File: src/verilog/dsr_pkg.sv
// Package of constants and types for the dual supply reset supervisor
package dsr_pkg;
  // Clock rate in kHz (250 MHz core clock)
  localparam int unsigned CLK_KHZ          = 250000;
  // Typical comparator propagation delay in microseconds
  localparam int unsigned PROP_DELAY_US    = 150;
  localparam int unsigned PROP_DELAY_CYC   = PROP_DELAY_US * CLK_KHZ / 1000;
  // Typical undervoltage detect delay in microseconds
  localparam int unsigned UV_DELAY_US      = 150;
  localparam int unsigned UV_DELAY_CYC     = UV_DELAY_US * CLK_KHZ / 1000;
  // Minimum timeout with the control left open, microseconds
  localparam int unsigned MIN_TIMEOUT_US   = 400;
  localparam int unsigned MIN_TIMEOUT_CYC  = MIN_TIMEOUT_US * CLK_KHZ / 1000;
  // Internal timeout in milliseconds
  localparam int unsigned INT_TIMEOUT_MS   = 200;
  localparam int unsigned INT_TIMEOUT_CYC  = INT_TIMEOUT_MS * CLK_KHZ;
  // External timeout scale in milliseconds per nanofarad
  localparam int unsigned EXT_MS_PER_NF    = 9;
  localparam int unsigned EXT_CYC_PER_NF   = EXT_MS_PER_NF * CLK_KHZ;
  // Width of timeout counters: holds the full capacitance range without wrap
  localparam int unsigned CNT_W            = 34;
  // Width of the capacitance setting in nanofarads
  localparam int unsigned CAP_W            = 12;
  // Register offsets
  localparam logic [3:0]  REG_CTRL         = 4'h0;
  localparam logic [3:0]  REG_STATUS       = 4'h1;
  localparam logic [3:0]  REG_IRQ_STAT     = 4'h2;
  localparam logic [3:0]  REG_IRQ_MASK     = 4'h3;
  localparam logic [3:0]  REG_CAP          = 4'h4;
  // Control field positions
  localparam int unsigned CTRL_MODE_LSB    = 0;
  localparam int unsigned CTRL_SEL_LSB     = 2;
  // Reset values
  localparam logic [1:0]  MODE_RST         = 2'h0;
  localparam logic [1:0]  SEL_RST          = 2'h0;
  localparam logic [CAP_W-1:0] CAP_RST     = 12'h002;
  // Interrupt bit positions
  localparam int unsigned IRQ_A_BIT        = 0;
  localparam int unsigned IRQ_B_BIT        = 1;
  localparam int unsigned IRQ_UV_BIT       = 2;
  localparam int unsigned IRQ_RST_BIT      = 3;
  localparam int unsigned IRQ_W            = 4;

  // Timeout modes, as the timeout control pin states
  typedef enum logic [1:0] {
    DSR_TMO_INT  = 2'b00,   // Tied low: internal timeout
    DSR_TMO_EXT  = 2'b01,   // Capacitor attached: scaled timeout
    DSR_TMO_OPEN = 2'b10,   // Left open: minimum timeout
    DSR_TMO_CMP  = 2'b11    // Tied to supply: comparator mode
  } dsr_tmo_e;

  // Polarity select states
  typedef enum logic [1:0] {
    DSR_SEL_LOW  = 2'b00,   // Both inputs negative
    DSR_SEL_OPEN = 2'b01,   // A positive, B negative
    DSR_SEL_HIGH = 2'b10    // Both inputs positive
  } dsr_sel_e;

  // Reset sequencer states
  typedef enum logic [1:0] {
    DSR_ST_LOCK  = 2'b00,   // Supply below lockout
    DSR_ST_HOLD  = 2'b01,   // Waiting for all inputs valid
    DSR_ST_TIME  = 2'b10,   // Timeout running
    DSR_ST_RUN   = 2'b11    // Reset released
  } dsr_state_e;

  // Validity of one input given its comparator result and polarity
  function automatic logic dsr_valid(input logic above, input logic positive);
    return positive ? above : ~above;
  endfunction : dsr_valid
endpackage : dsr_pkg

File: src/verilog/dsr_sync_if.sv
// Interface carrying synchronised comparator levels between modules
`timescale 1ns/1ns
interface dsr_sync_if;
  logic above_a;   // Input A above threshold
  logic above_b;   // Input B above threshold
  logic supply_ok; // Supply above lockout
  modport src (output above_a, output above_b, output supply_ok);
  modport dst (input above_a, input above_b, input supply_ok);
endinterface : dsr_sync_if
File: src/verilog/dsr_filter.sv
// Delay filter: output follows input once stable for a cycle count
`timescale 1ns/1ns
module dsr_filter import dsr_pkg::*; #(
  parameter int unsigned DELAY = 1
) (
  // Clock and reset
  input  wire logic core_clk,
  input  wire logic reset,
  // Level in and delayed level out
  input  wire logic din,
  output logic      dout
);
  logic [CNT_W-1:0] cnt; // Cycles the input has differed from the output

  // Count while input differs, copy when the delay has run
  always_ff @(posedge core_clk) begin
    if (reset) begin
      cnt  <= '0;
      dout <= 1'b0;
    end else if (din == dout) begin
      cnt <= '0;
    end else if (cnt >= CNT_W'(DELAY - 1)) begin
      cnt  <= '0;
      dout <= din;
    end else begin
      cnt <= cnt + 1'b1;
    end
  end
endmodule : dsr_filter

File: src/verilog/dsr_supervisor.sv
// Top of the dual supply reset supervisor with register port
// How it works
// - Status A low while input A invalid
// - Status B low while input B invalid
// - Reset asserted on any invalid input
// - Reset held for timeout after valid
// - External timeout scales with capacitance setting
// - Open control gives short minimum timeout
// - Tied low gives internal timeout
// - Tied high bypasses timer, comparator mode
// - Hysteresis only in comparator mode
// - Status follows input after propagation delay
// - Lockout asserts reset after detect delay
// - Supply lockout is third monitored condition
// - Select high/open/low sets input polarities
// - Latch polarity only below lockout threshold
//
// The strobed register port and the placing of the registers were chosen for this implementation.
`timescale 1ns/1ns
module dsr_supervisor import dsr_pkg::*; #(
  parameter int unsigned PROP_CYC = PROP_DELAY_CYC,
  parameter int unsigned UV_CYC   = UV_DELAY_CYC,
  parameter int unsigned MIN_CYC  = MIN_TIMEOUT_CYC,
  parameter int unsigned INT_CYC  = INT_TIMEOUT_CYC,
  parameter int unsigned NF_CYC   = EXT_CYC_PER_NF
) (
  // Clock and reset
  input  wire logic       core_clk,
  input  wire logic       reset,
  // Comparator results from the analog side
  input  wire logic       monitor_input_a,
  input  wire logic       monitor_input_b,
  input  wire logic       supply_undervoltage_lockout,
  // Register port
  input  wire logic [3:0] reg_addr,
  input  wire logic [31:0] reg_wdata,
  input  wire logic       reg_write,
  input  wire logic       reg_read,
  output logic [31:0]     reg_rdata,
  // Supervisor outputs
  output logic            status_out_a,
  output logic            status_out_b,
  output logic            reset_out_n,
  output logic            irq
);
  dsr_sync_if sync ();           // Synchronised comparator levels
  logic       filt_a;            // Delayed comparator A
  logic       filt_b;            // Delayed comparator B
  logic       filt_ok;           // Delayed supply good
  logic [1:0] timeout_control;   // Timeout mode setting
  logic [1:0] sel_pin;           // Polarity select setting
  logic [CAP_W-1:0] timing_capacitance; // External capacitance in nF
  logic       pos_a;             // Latched polarity of A
  logic       pos_b;             // Latched polarity of B
  logic       valid_a;           // Input A valid
  logic       valid_b;           // Input B valid
  logic       all_valid;         // Every condition valid
  logic       cmp_hold;          // Comparator-mode hysteresis state
  dsr_state_e state;             // Sequencer state
  logic [CNT_W-1:0] tmo_cnt;     // Timeout counter
  logic [CNT_W-1:0] tmo_len;     // Selected timeout length
  logic [IRQ_W-1:0] irq_stat;    // Sticky event bits
  logic [IRQ_W-1:0] irq_mask;    // Event enables
  logic [IRQ_W-1:0] events;      // Events this cycle
  logic       prev_a;            // Last status A
  logic       prev_b;            // Last status B
  logic       prev_ok;           // Last supply good
  logic       prev_rst;          // Last reset output

  dsr_sync u_sync (
    .core_clk      (core_clk),
    .reset         (reset),
    .above_a_pin   (monitor_input_a),
    .above_b_pin   (monitor_input_b),
    .supply_ok_pin (supply_undervoltage_lockout),
    .sync          (sync)
  );

  dsr_filter #(.DELAY(PROP_CYC)) u_filt_a (
    .core_clk (core_clk),
    .reset    (reset),
    .din      (sync.above_a),
    .dout     (filt_a)
  );

  dsr_filter #(.DELAY(PROP_CYC)) u_filt_b (
    .core_clk (core_clk),
    .reset    (reset),
    .din      (sync.above_b),
    .dout     (filt_b)
  );

  dsr_filter #(.DELAY(UV_CYC)) u_filt_uv (
    .core_clk (core_clk),
    .reset    (reset),
    .din      (sync.supply_ok),
    .dout     (filt_ok)
  );

  // Control register writes
  always_ff @(posedge core_clk) begin
    if (reset) begin
      timeout_control    <= MODE_RST;
      sel_pin            <= SEL_RST;
      timing_capacitance <= CAP_RST;
    end else if (reg_write && reg_addr == REG_CTRL) begin
      timeout_control <= reg_wdata[CTRL_MODE_LSB +: 2];
      sel_pin         <= reg_wdata[CTRL_SEL_LSB +: 2];
    end else if (reg_write && reg_addr == REG_CAP) begin
      timing_capacitance <= reg_wdata[CAP_W-1:0];
    end
  end

  // Tracking while low and freezing when good acts as a latch at the rise
  // latch polarity only while supply is below lockout
  always_ff @(posedge core_clk) begin
    if (reset) begin
      pos_a <= 1'b0;
      pos_b <= 1'b0;
    end else if (!filt_ok) begin
      case (sel_pin)
        DSR_SEL_HIGH: begin
          pos_a <= 1'b1;
          pos_b <= 1'b1;
        end
        DSR_SEL_OPEN: begin
          pos_a <= 1'b1;
          pos_b <= 1'b0;
        end
        default: begin
          pos_a <= 1'b0;
          pos_b <= 1'b0;
        end
      endcase
    end
  end

  assign valid_a   = dsr_valid(filt_a, pos_a);
  assign valid_b   = dsr_valid(filt_b, pos_b);
  assign all_valid = valid_a & valid_b & filt_ok;

  // The counter is wide enough for the largest capacitance setting
  // Timeout length for the selected mode
  always_comb begin
    case (dsr_tmo_e'(timeout_control))
      DSR_TMO_EXT:  tmo_len = CNT_W'(NF_CYC) * CNT_W'(timing_capacitance);
      DSR_TMO_OPEN: tmo_len = CNT_W'(MIN_CYC);
      DSR_TMO_INT:  tmo_len = CNT_W'(INT_CYC);
      default:      tmo_len = CNT_W'(1);
    endcase
  end

  // one-sided hysteresis: valid only after one extra cycle
  always_ff @(posedge core_clk) begin
    if (reset) begin
      cmp_hold <= 1'b0;
    end else begin
      cmp_hold <= all_valid;
    end
  end

  // Reset sequencer
  always_ff @(posedge core_clk) begin
    if (reset) begin
      state   <= DSR_ST_LOCK;
      tmo_cnt <= '0;
    end else if (!filt_ok) begin
      state   <= DSR_ST_LOCK;
      tmo_cnt <= '0;
    end else if (!all_valid) begin
      state   <= DSR_ST_HOLD;
      tmo_cnt <= '0;
    end else begin
      case (state)
        DSR_ST_LOCK, DSR_ST_HOLD: begin
          tmo_cnt <= '0;
          state   <= DSR_ST_TIME;
        end
        DSR_ST_TIME: begin
          if (tmo_cnt + 1'b1 >= tmo_len) begin
            state <= DSR_ST_RUN;
          end
          tmo_cnt <= tmo_cnt + 1'b1;
        end
        DSR_ST_RUN: tmo_cnt <= '0;
        default:    state   <= DSR_ST_LOCK;
      endcase
    end
  end

  // Outputs leave flops directly so no decode glitch reaches a pin
  // Output flops
  always_ff @(posedge core_clk) begin
    if (reset) begin
      status_out_a <= 1'b0;
      status_out_b <= 1'b0;
      reset_out_n  <= 1'b0;
    end else begin
      // status A; status B, forced low under lockout
      status_out_a <= filt_ok & valid_a;
      status_out_b <= filt_ok & valid_b;
      if (timeout_control == DSR_TMO_CMP) begin
        // comparator mode, release needs two valid cycles
        reset_out_n <= all_valid & cmp_hold;
      end else begin
        // asserted on any invalid; released after timeout
        reset_out_n <= all_valid & (state == DSR_ST_RUN);
      end
    end
  end

  // Event edge detection
  always_ff @(posedge core_clk) begin
    if (reset) begin
      prev_a   <= 1'b0;
      prev_b   <= 1'b0;
      prev_ok  <= 1'b0;
      prev_rst <= 1'b0;
    end else begin
      prev_a   <= status_out_a;
      prev_b   <= status_out_b;
      prev_ok  <= filt_ok;
      prev_rst <= reset_out_n;
    end
  end

  // Edge flops reset to the output reset levels, so no false event follows
  // Falling edges are the events
  assign events = {prev_rst & ~reset_out_n, prev_ok & ~filt_ok,
                   prev_b & ~status_out_b, prev_a & ~status_out_a};

  // Sticky status, read clears, new event wins
  always_ff @(posedge core_clk) begin
    if (reset) begin
      irq_stat <= '0;
    end else if (reg_read && reg_addr == REG_IRQ_STAT) begin
      irq_stat <= events;
    end else begin
      irq_stat <= irq_stat | events;
    end
  end

  // Mask register
  always_ff @(posedge core_clk) begin
    if (reset) begin
      irq_mask <= '0;
    end else if (reg_write && reg_addr == REG_IRQ_MASK) begin
      irq_mask <= reg_wdata[IRQ_W-1:0];
    end
  end

  // Interrupt output flop
  always_ff @(posedge core_clk) begin
    if (reset) begin
      irq <= 1'b0;
    end else begin
      irq <= |(irq_stat & irq_mask);
    end
  end

  // Read data one cycle after the strobe
  always_ff @(posedge core_clk) begin
    if (reset) begin
      reg_rdata <= '0;
    end else if (reg_read) begin
      case (reg_addr)
        REG_CTRL:     reg_rdata <= {28'h0, sel_pin, timeout_control};
        REG_STATUS:   reg_rdata <= {25'h0, state, pos_b, pos_a, reset_out_n,
                                    status_out_b, status_out_a};
        REG_IRQ_STAT: reg_rdata <= {28'h0, irq_stat};
        REG_IRQ_MASK: reg_rdata <= {28'h0, irq_mask};
        REG_CAP:      reg_rdata <= {20'h0, timing_capacitance};
        default:      reg_rdata <= 32'h0;
      endcase
    end else begin
      reg_rdata <= 32'h0;
    end
  end

  // Reset stays asserted while any condition is invalid
  // reset follows invalid input
  inv_rst_a: assert property (@(posedge core_clk) disable iff (reset)
    !all_valid |=> !reset_out_n) else $error("reset released while invalid");

  stat_a_a: assert property (@(posedge core_clk) disable iff (reset)
    status_out_a == $past(filt_ok & valid_a)) else $error("status A wrong");

  stat_b_a: assert property (@(posedge core_clk) disable iff (reset)
    status_out_b == $past(filt_ok & valid_b)) else $error("status B wrong");

  // release only from the run state, outside comparator mode
  rel_run_a: assert property (@(posedge core_clk) disable iff (reset)
    $rose(reset_out_n) && $past(timeout_control) != DSR_TMO_CMP
      |-> $past(state) == DSR_ST_RUN) else $error("early release");

  abort_cnt_a: assert property (@(posedge core_clk) disable iff (reset)
    filt_ok && !all_valid |=> tmo_cnt == '0 && state == DSR_ST_HOLD)
    else $error("timeout not aborted");

  lock_out_a: assert property (@(posedge core_clk) disable iff (reset)
    !filt_ok |=> !status_out_a && !status_out_b && !reset_out_n)
    else $error("outputs released in lockout");

  // comparator mode needs two valid cycles to release
  cmp_hyst_a: assert property (@(posedge core_clk) disable iff (reset)
    $rose(reset_out_n) && $past(timeout_control) == DSR_TMO_CMP
      |-> $past(all_valid, 2)) else $error("hysteresis skipped");

  // comparator mode releases after two valid cycles
  cmp_pass_a: assert property (@(posedge core_clk) disable iff (reset)
    $past(timeout_control) == DSR_TMO_CMP && $past(all_valid) && $past(all_valid, 2)
      |-> reset_out_n) else $error("comparator mode stuck");

  // internal mode counts the internal timeout before release
  int_len_a: assert property (@(posedge core_clk) disable iff (reset)
    $rose(reset_out_n) && $past(timeout_control) == DSR_TMO_INT
      |-> $past(tmo_cnt) == CNT_W'(INT_CYC)) else $error("wrong internal timeout");

  // open control counts the minimum timeout before release
  open_len_a: assert property (@(posedge core_clk) disable iff (reset)
    $rose(reset_out_n) && $past(timeout_control) == DSR_TMO_OPEN
      |-> $past(tmo_cnt) == CNT_W'(MIN_CYC)) else $error("wrong minimum timeout");

  // external mode counts the scaled timeout before release
  ext_len_a: assert property (@(posedge core_clk) disable iff (reset)
    $rose(reset_out_n) && $past(timeout_control) == DSR_TMO_EXT
      && timing_capacitance != '0
      |-> $past(tmo_cnt) == CNT_W'(NF_CYC) * CNT_W'(timing_capacitance))
    else $error("wrong scaled timeout");
endmodule : dsr_supervisor

File: src/verilog/dsr_sync.sv
// Two-flop synchroniser for the three comparator inputs
`timescale 1ns/1ns
module dsr_sync (
  // Clock and reset
  input  wire logic core_clk,
  input  wire logic reset,
  // Asynchronous comparator results
  input  wire logic above_a_pin,
  input  wire logic above_b_pin,
  input  wire logic supply_ok_pin,
  // Synchronised outputs
  dsr_sync_if.src   sync
);
  logic [2:0] meta;  // First stage, read only by the second
  logic [2:0] stage; // Second stage

  // Two flops per input; reset to the unsafe state
  always_ff @(posedge core_clk) begin
    if (reset) begin
      meta  <= 3'h0;
      stage <= 3'h0;
    end else begin
      meta  <= {supply_ok_pin, above_b_pin, above_a_pin};
      stage <= meta;
    end
  end

  assign sync.above_a   = stage[0];
  assign sync.above_b   = stage[1];
  assign sync.supply_ok = stage[2];
endmodule : dsr_sync

File: config.mk
export PLATFORM = sky130hd
export DESIGN_NAME = dsr_supervisor
export DESIGN_NICKNAME = d
export VERILOG_FILES = /design/src/verilog/dsr_pkg.sv /design/src/verilog/dsr_sync_if.sv /design/src/verilog/dsr_filter.sv /design/src/verilog/dsr_supervisor.sv /design/src/verilog/dsr_sync.sv
export SDC_FILE = /design/constraint.sdc
export NUM_CORES = 1
export LEC_CHECK = 0
export BUFFER_PORTS_ARGS = -buffer_cell sky130_fd_sc_hd__buf_2
export CAP_MARGIN = 15
export CELL_PAD_IN_SITES_DETAIL_PLACEMENT = 2
export CELL_PAD_IN_SITES_GLOBAL_PLACEMENT = 2
export CORE_UTILIZATION = 35
export DETAILED_ROUTE_END_ITERATION = 8
export GPL_TIMING_DRIVEN = 0
export PLACE_DENSITY = 0.8
export SLEW_MARGIN = 20
export SYNTH_ARGS = -nofsm -noshare
export SYNTH_HDL_FRONTEND = slang
export SYNTH_SLANG_ARGS = --single-unit
export TNS_END_PERCENT = 50
File: constraint.sdc
create_clock -name core_clk -period 5.4 [get_ports core_clk]
set_clock_uncertainty 0.15 [all_clocks]
set_input_delay 0.54 -clock core_clk [delete_from_list [all_inputs] [get_ports core_clk]]
set_output_delay 0.54 -clock core_clk [all_outputs]
set_load 0.02 [all_outputs]
==> results of run 1 <==
## synthesized netlist by cell type, types with 21 or more instances
master / n / area (um2)
xor2_1: 35 / 306.5
nand4_1: 23 / 143.9
o21ai_0: 32 / 160.2
nor2_1: 129 / 484.2
nand3_1: 46 / 230.2
mux2i_1: 22 / 220.2
nand2_1: 77 / 289.0
inv_1: 81 / 304.0
nor2b_1: 47 / 294.0
dfxtp_1: 194 / 3884
fa_1: 34 / 680.7
and3_1: 21 / 131.4
clkbuf_1: 27 / 101.4
a21oi_1: 54 / 270.3
xnor2_1: 50 / 437.9
ha_1: 111 / 1389
## cell type report
type / count / area [um2]
fill: 3292 / 17170
multi-input combinational: 914 / 6663
sequential: 194 / 3913
tap: 390 / 488.0
clock buffer: 17 / 425.4
timing repair buffer: 54 / 331.6
inverter: 81 / 306.5
buffer: 49 / 294.0
clock inverter: 15 / 210.2
## state kept, by name (all words and copies together) (netlist names), 2 cells and up
name,cells
timeout_control,2
irq_mask,4
timing_capacitance,12
u_filt_b.cnt,34
tmo_cnt,34
u_filt_uv.cnt,34
sel_pin,2
irq_stat,4
u_filt_a.cnt,34
u_sync.meta,3
reg_rdata,12
u_sync.stage,3
state,2
## power breakdown
group          internal (uW)  total, uW  switching [uW]  leakage [uW]
clock                    717       1360             646      0.000312
sequential              1450       1470            14.4       0.00159
combinational           62.9        165             102       0.00350
total                   2230       3000             763       0.00540
## stage by stage
stage          setup WS [ps]  cell area, um2  setup TNS (ps)  cells  total power (uW)
2_1_floorplan          24.96           10960               0   1241              1602
3_3_place_gp          -784.0           11630          -784.0   1667              1642
3_5_place_dp          -953.2           11630          -953.2   1667              1652
4_1_cts               -251.8           12480          -251.8   1709              3041
5_1_grt               -499.6           12630          -499.6   1714              3103
6_report              -258.8           12630          -258.8   1714              2997
## worst max-delay path by stage
stage                                                  start               endpoint  slack (ps)  depth (start not counted)
after floorplan           timing_capacitance[6]$_SDFFE_PP0P_  state[0]$_SDFFE_PP0P_          20                         23
after global placement    timing_capacitance[6]$_SDFFE_PP0P_  state[0]$_SDFFE_PP0P_        -780                         24
after detailed placement  timing_capacitance[6]$_SDFFE_PP0P_  state[0]$_SDFFE_PP0P_        -950                         24
after CTS                 timing_capacitance[6]$_SDFFE_PP0P_  state[0]$_SDFFE_PP0P_        -250                         23
after global routing      timing_capacitance[6]$_SDFFE_PP0P_  state[0]$_SDFFE_PP0P_        -500                         24
final                     timing_capacitance[6]$_SDFFE_PP0P_  state[0]$_SDFFE_PP0P_        -260                         24
## placed cells by master, fill, tap and decap left out, drive strengths merged, types with 3 or more instances in the layout
| cell | count |
|---|---|
| a2111oi | 5 |
| a211oi | 6 |
| a21boi | 3 |
| a21o | 8 |
| a21oi | 54 |
| a31oi | 7 |
| a32oi | 3 |
| and2 | 7 |
| and3 | 21 |
| and4 | 14 |
| buf | 79 |
| clkbuf | 41 |
| clkinv | 5 |
| conb | 74 |
| dfxtp | 194 |
| fa | 34 |
| ha | 111 |
| inv | 89 |
| mux2i | 22 |
| nand2 | 77 |
| nand2b | 5 |
| nand3 | 46 |
| nand3b | 8 |
| nand4 | 23 |
| nor2 | 130 |
| nor2b | 47 |
| nor3 | 16 |
| nor4 | 14 |
| o2111ai | 5 |
| o211ai | 6 |
| o21a | 4 |
| o21ai | 36 |
| o21bai | 3 |
| o22ai | 5 |
| or2 | 4 |
| or3 | 5 |
| or4 | 6 |
| xnor2 | 50 |
| xor2 | 35 |
## layer usage
metal / vias to the layer above / wire length, um
li1: 4202 / -
met5: - / 0
met3: 63 / 718
met4: 0 / 1096
met1: 4372 / 13270
met2: 130 / 17070
## logic make-up (layout without fill, tap and decap cells)
| family | after synthesis | in the layout | share of synthesized area |
|---|---|---|---|
| XOR/XNOR | 85 | 85 | 0.06977 |
| adder cells (fa/ha/maj) | 145 | 145 | 0.1939 |
| buffers and inverters | 133 | 216 | 0.05617 |
| multiplexers | 22 | 22 | 0.02064 |
| other | 1 | 74 | 0.0003514 |
| flip-flops | 194 | 194 | 0.3640 |
| AND/OR/NAND/NOR | 432 | 432 | 0.2049 |
| AO/OA/AOI/OAI | 156 | 156 | 0.09029 |
## worst max-delay path, stage by stage, from the launching register on
cell      delay, ps
dfxtp_4         370
ha_4            280
inv_4            30
fa_1            470
inv_1            50
fa_1            460
fa_1            530
inv_2            40
fa_1            500
inv_2            50
ha_4            210
buf_4           130
a21o_1          190
a21o_1          210
a221oi_2        360
a21boi_2        260
xnor2_1         160
o21ai_1         110
ha_1            330
nand4_1         120
o21ai_0         100
o221ai_1        160
o211ai_1        130
nand2_1          80
o21ai_1          60
## timing repair
action | in CTS | in global routing
setup buffers | 13 | 5
resized for setup | 45 | 26
endpoints found under the setup margin | 1 | 1
pin swaps | 18 | 14
==> run summary, run 1 <==
first-pass GRT wire length - 50,990 um
pin count of the biggest net entering global routing - 21
All-Layer GR Usage - 0.2109
share of layout cells above drive strength 1 - 0.1261
dominant synthesized flop cell - dfxtp_1
fin. max-slew vios - 0
layer with the highest usage - met2
Die ar. - 31,190 um2
crit-path max FO - 3
WHS Path Cells - 2
status - finished, violations left
CP endpoint kind - register
failing checks - setup timing
WHS Endpoint - u_sync.meta[2]$_SDFF_PP0_
Max Cap Viol - 0
drc violations - 0
R2R depth - 24
worst skew pair latency - 450 ps
Via Count - 8,767
fin nets - 1,499
H-tree levels - 4
I/O pins - 79
total wire length - 32,160 um
Synth async-reset ratio - 0
CTS tree - yes
GR Util met3 - 0.02993
Post-synth EDFFs - 0
gpl congestion - 0.7967
RSZ-0062 raised after global routing - yes
Slew @ Worst Pin - 1048 ps
Vias/cell - 5.115
Die Height - 176.6 um
remaining antenna violation count - 0
Worst IR Drop VDD - 0.2228 mV
Leak - 0.005402 uW
Routed WL per cell - 18.76 um
hold slack - 152.5 ps
GR Layer Usage met1 - 0.2357
warnings from Yosys - 0
area grow syn2layout - 18.38%
WP data arrival - 5840 ps
CTS root buffer - clkbuf_16
site row count - 63
synthesized area per cell - 9.135 um2
FF+latch count, synth - 194
Final Util - 0.4239
gr ovfl total - 0
clock-pin slew on the worst setup and hold paths - 80 ps
Iter 0 DRT Violations - 204
worst reg2reg path startpoint - timing_capacitance[6]$_SDFFE_PP0P_
Post-Synthesis Cell Area - 10,670 um2
Slew HR - 0.2915
PD cells - 237.2 nW/um2
Distinct cells, synth - 57
Hold Crit Class - primary input to register
Cells after Synth - 1,168
Port Buffer Count - 36
f_max - 176.7 MHz
vias in the first global route - 9,832
Starting Density - 0.3581
Diodes inserted - 0
Pre-antenna DRT Iters - 6
PnR worst setup slack - -258.8 ps
worst endpoint required time - 5580 ps
hold buffers post-CTS - 0
GR Util met2 - 0.3930
CTS Buf Count - 17
Clock Tree Buf Depth - 2
initial antenna violation count - 0
kind of critical path - register to register
FF-to-FF End - state[0]$_SDFFE_PP0P_
startpoint types - register
Seq/Total Area, Yosys - 0.3640
Hold Crit Start - supply_undervoltage_lockout
Final setup viols - 1
Final Hold Viols - 0
min cycle time layout - 5659 ps
Die Span X - 176.6 um
CTS sink count - 194
DP HPWL - 24,060 um
crit share post-route - 1.048
Reg2Reg Setup Slack - -260 ps
total core area - 29,800 um2
Note: power is estimated with default switching activity, not from simulation.
==> run 2, diff against run 1 <==
clock period = 5.1 ns   (was 5.4 ns; I/O delays follow)
==> run summary, run 2 (same netlist as run 1, synthesis figures left out) <==
status - finished, violations left
failing checks - setup timing
PnR worst setup slack - -476.3 ps
worst skew pair latency - 450 ps
Max Cap Viol - 0
clock-pin slew on the worst setup and hold paths - 100 ps
worst reg2reg path startpoint - timing_capacitance[8]$_SDFFE_PP0P_
vias in the first global route - 9,629
Final Cell Area - 12,550 um2
startpoint types - register
Pre-antenna DRT Iters - 4
Worst IR Drop VDD - 0.1896 mV
Die Height - 176.6 um
WHS Path Cells - 2
most frequent cells in the layout - 185 x dfxtp_1, 128 x nor2_1, 102 x ha_1
hold slack - 131.2 ps
Vias/cell - 5.081
CTS sink count - 194
Place WS - -1033 ps
H-tree levels - 4
DP HPWL - 23,590 um
Starting Density - 0.3581
total wire length - 32,190 um
first-pass GRT wire length - 50,890 um
Via Count - 8,673
Die Span X - 176.6 um
dpl cell area - 11,660 um2
R2R depth - 24
WP data arrival - 5760 ps
Placed Instances - 1,667
min cycle time layout - 5576 ps
All-Layer GR Usage - 0.2098
Finished Layout Cells - 1,707
PD cells - 256.0 nW/um2
drc violations - 0
Leak - 0.005354 uW
Max stage delay on crit path - 530 ps
most common cell after layout, fill and taps aside - dfxtp_1
Hold Crit Class - primary input to register
crit share post-route - 1.093
worst-path cell chain - ha_4 > inv_2 > fa_1 > inv_1 > fa_1 > fa_1 > inv_1 > fa_1 > inv_1 > ha_1 > clkbuf_8 > a21oi_4 > o21ai_2 > or4_1 > nor3_2 > nor3_1 > nand3b_1 > ha_1 > nand4_1 > nor2_1 > nor4_2 > o211ai_1 > nand2_1 > o21ai_0
fillcell total - 3,306
Port Buffer Count - 36
Diodes inserted - 0
RSZ-0062 raised after global routing - yes
worst endpoint required time - 5280 ps
f_max - 179.3 MHz
CTS root buffer - clkbuf_16
area grow syn2layout - 17.65%
Slew HR - 0.2465
initial antenna violation count - 0
Final Hold Viols - 0
CTS Buf Count - 17
Routed WL per cell - 18.86 um
Final setup viols - 1
I/O pins - 79
fin nets - 1,492
Slew @ Worst Pin - 1120 ps
gr ovfl total - 0
Register Area - 3913 um2
remaining antenna violation count - 0
site row count - 63
fin. max-slew vios - 0
Worst Setup SP - timing_capacitance[8]$_SDFFE_PP0P_
CTS tree - yes
total core area - 29,800 um2
Slowest-stage cell, CP - fa_1
Clock Tree Buf Depth - 2
gpl congestion - 0.8076
Hold Crit Start - monitor_input_b
kind of critical path - register to register
pin count of the biggest net entering global routing - 25
Most common cell on crit path - fa_1
crit-path max FO - 3
Die ar. - 31,190 um2
final setup TNS - -476.3 ps
area of the multi-input gates - 6628 um2
Iter 0 DRT Violations - 337
CP endpoint kind - register
share of layout cells above drive strength 1 - 0.1154
[run 2: path summary, 6_finish.rpt]
| path | to | slack [ps] |
|---|---|---|
| worst max register to register | state[0]$_SDFFE_PP0P_ | -480 |
| worst max-delay path | state[0]$_SDFFE_PP0P_ | -480 |
| worst min-delay path | u_sync.meta[1]$_SDFF_PP0_ | 130 |
| worst min register to register | reset_out_n$_SDFF_PP0_ | 300 |
[run 2: final cells by class]
cell class,instances,share of cell area
Clock buffer,17,0.03389
Sequential cell,194,0.3117
Buffer,49,0.02342
Timing Repair Buffer,47,0.02193
Multi-Input combinational cell,914,0.5280
Inverter,81,0.02422
Clock inverter,15,0.01804
Tap cell,390,0.03887
[run 2: what timing repair did]
item,CTS,global route
endpoints found under the setup margin,1,1
setup buffers,11,0
hold buffers,0,0
resized for setup,35,12
pin swaps,14,2
[run 2: per-stage QoR]
step,util,total power [uW]
2_1_floorplan,-,1696
3_3_place_gp,0.3914,1738
3_5_place_dp,0.3914,1747
4_1_cts,0.4191,3248
5_1_grt,0.4213,3320
6_report,0.4213,3213
[run 2: per-layer routing]
metal / vias up / share of wire / global-route usage
met5: - / 0 / 0
met4: 0 / 0.027 / 0.07507
met3: 53 / 0.017 / 0.02455
met2: 119 / 0.53 / 0.3948
met1: 4315 / 0.43 / 0.2411
li1: 4186 / - / -
[run 2: power breakdown]
group          total, uW  internal [uW]  switching (uW)
clock network       1490            701             787
registers           1550           1540            14.9
logic                171           64.0             107
total               3210           2300             909
[run 2: worst max-delay path, delay by kind of cell (launching register included)]
family | cells | cell delay, ps
flip-flops | 1 | 380
adder cells (fa/ha/maj) | 7 | 2680
buffers and inverters | 5 | 390
AND/OR/NAND/NOR | 8 | 1430
AO/OA/AOI/OAI | 4 | 430
==> run 3, diff against run 2 <==
ABC_AREA = 1   (was not set)
CORE_UTILIZATION = 36   (was 35)
PLACE_DENSITY = 0.83   (was 0.8)
SKIP_CTS_REPAIR_TIMING = 1   (was not set)
clock period = 6.01 ns   (was 5.1 ns; I/O delays follow)
==> run summary, run 3 <==
status - complete, no violations
Max Cap Viol - 0
warnings from Yosys - 0
remaining antenna violation count - 0
most common cell after layout, fill and taps aside - inv_1
Slowest-stage cell, CP - fa_1
Clock Tree Buf Depth - 2
WHS Path Cells - 3
Post-Synthesis Cell Area - 11,040 um2
Slew HR - 0.3829
CTS root buffer - clkbuf_16
Routed WL per cell - 18.04 um
All-Layer GR Usage - 0.2249
Via Count - 9,746
fillcell total - 3,487
total wire length - 35,330 um
gr ovfl total - 0
vias in the first global route - 11,060
most frequent cells in the layout - 237 x inv_1, 197 x nand2_1, 185 x dfxtp_1
Seq/Total Area, Yosys - 0.3516
pin count of the biggest net entering global routing - 17
Slew @ Worst Pin - 918.5 ps
WHS Endpoint - u_sync.meta[2]$_SDFF_PP0_
Final Hold Viols - 0
crit share post-route - 0.9816
Vias/cell - 4.978
crit-path max FO - 7
Post-synth EDFFs - 0
FF-to-FF End - state[0]$_SDFFE_PP0P_
kind of critical path - register to register
Reg2Reg Setup Slack - 110 ps
top cells by instance count after synthesis - 242 x inv_1, 208 x nand2_1, 194 x dfxtp_1
Final Util - 0.4305
DP HPWL - 26,410 um
Place WS - -544.2 ps
WP data arrival - 6140 ps
Hold Crit Class - primary input to register
Die Span X - 177.2 um
CTS Buf Count - 17
Final setup viols - 0
Leak - 0.005895 uW
area grow syn2layout - 16.44%
FF+latch count, synth - 194
drc violations - 0
clock-pin slew on the worst setup and hold paths - 80 ps
Max stage delay on crit path - 560 ps
site row count - 63
Starting Density - 0.3697
dpl cell area - 12,000 um2
Hold Crit Start - supply_undervoltage_lockout
Tot Pwr - 2622 uW
worst skew pair latency - 460 ps
PD cells - 203.9 nW/um2
Worst IR Drop VDD - 0.2139 mV
CTS tree - yes
CTS sink count - 194
dominant synthesized flop cell - dfxtp_1
min cycle time layout - 5899 ps
Synth async-reset ratio - 0
worst reg2reg path startpoint - timing_capacitance[5]$_SDFFE_PP0P_
fin nets - 1,744
first-pass GRT wire length - 54,680 um
Most common cell on crit path - ha_1
Final Cell Area - 12,860 um2
I/O pins - 79
Cells after Synth - 1,416
f_max - 169.5 MHz
Placed Instances - 1,917
gpl congestion - 0.8392
fin. max-slew vios - 0
share of layout cells above drive strength 1 - 0.1154
PnR worst setup slack - 110.9 ps
worst endpoint required time - 6250 ps
Distinct cells, synth - 47
worst path bufs/invs - 2
Pre-antenna DRT Iters - 4
top cells by area, synth - dfxtp_1 35%, ha_1 13%, inv_1 8.2%, nand2_1 7.1%, fa_1 6.2%
Top delay family on crit path - adder cells
startpoint types - register
Die ar. - 31,380 um2
leading area contributor after synthesis - dfxtp_1
CP endpoint kind - register
initial antenna violation count - 0
Register Area - 3908 um2
Port Buffer Count - 38
Die Height - 177.2 um
H-tree levels - 4
top-count cell post-synth - inv_1
R2R depth - 25
area of the multi-input gates - 6526 um2
Finished Layout Cells - 1,958
Diodes inserted - 0
total core area - 29,870 um2
Iter 0 DRT Violations - 361
top-area cell type share of the netlist area - 0.3516
synthesized area per cell - 7.800 um2
## run 3: changes by cell type in the layout (fill, tap and decap cells not counted), sizes merged, moves of 14 or more
| cell | previous run | this run |
|---|---|---|
| inv | 91 | 245 |
| nand2 | 77 | 213 |
| nor2 | 130 | 188 |
| nor2b | 47 | 0 |
| xnor2 | 50 | 8 |
| a21oi | 54 | 90 |
| o21ai | 36 | 67 |
| nor3 | 16 | 43 |
| mux2i | 22 | 0 |
| and3 | 21 | 3 |
| xor2 | 35 | 52 |
| and4 | 14 | 0 |
## run 3: cells by family (layout without fill, tap and decap cells)
family | after synthesis | in the layout | share of synthesized area
compound gates | 187 | 187 | 0.09165
simple gates | 552 | 552 | 0.2200
buf+inv | 277 | 356 | 0.1014
fa+ha+maj | 145 | 145 | 0.1874
flops | 194 | 194 | 0.3516
xor+xnor | 60 | 60 | 0.04758
other cells | 1 | 74 | 0.0003395
## run 3: metrics by stage
step,setup TNS [ps],hold WS [ps]
CTS,-611.3,178.6
detailed placement,-544.2,259.2
global placement,-375.9,246.0
floorplan,0,238.3
global route,-81.45,197.2
finish,0,201.8
## run 3: worst reg2reg max path: stages (launching register included)
cell and delay [ps]:
dfxtp_4 410, ha_1 210, ha_1 300, inv_1 150
fa_1 470, fa_1 560, inv_1 70, fa_1 510
ha_1 460, nand4_1 250, o21ai_1 350, nand3_1 170
a21o_1 190, nand3_1 100, nand2_1 80, ha_1 320
nand2_1 80, nor2_1 150, nand4_1 110, nor2_1 140
nand3b_1 170, nand3_2 130, nor2_2 50, nand2_2 90
nand2_2 70, a21oi_2 110
## run 3: worst max path at each step
stage                                       startpoint                     to  slack [ps]  cells after the start
floorplan           timing_capacitance[8]$_SDFFE_PP0P_  state[0]$_SDFFE_PP0P_         740                     27
global placement    timing_capacitance[6]$_SDFFE_PP0P_  state[0]$_SDFFE_PP0P_        -380                     30
detailed placement  timing_capacitance[6]$_SDFFE_PP0P_  state[0]$_SDFFE_PP0P_        -540                     30
CTS                 timing_capacitance[6]$_SDFFE_PP0P_  state[0]$_SDFFE_PP0P_        -610                     30
global route        timing_capacitance[5]$_SDFFE_PP0P_  state[0]$_SDFFE_PP0P_         -80                     26
finish              timing_capacitance[5]$_SDFFE_PP0P_  state[0]$_SDFFE_PP0P_         110                     25
## run 3: routing by layer
metal	wire length [um]	share of wire	track usage	vias to the layer above
met2	19090	0.54	0.4268	135
met1	14250	0.40	0.2442	4809
met4	995	0.028	0.08297	0
met5	0	0	0	-
li1	-	-	-	4738
met3	998	0.028	0.04253	64
## run 3: power by group
group / switching (uW) / internal (uW) / total (uW)
clock: 520 / 584 / 1100
sequential: 13.7 / 1310 / 1320
combinational: 130 / 65.0 / 195
## run 3: final cells by class
cell class                 instances  area share
inverter                         243     0.07093
clock buffer                      21     0.03503
timing repair buffer              48     0.02063
multi-input combinational       1018      0.5075
sequential                       194      0.3039
clock inverter                    10    0.007978
buffer                            34     0.01615
tap                              390     0.03795
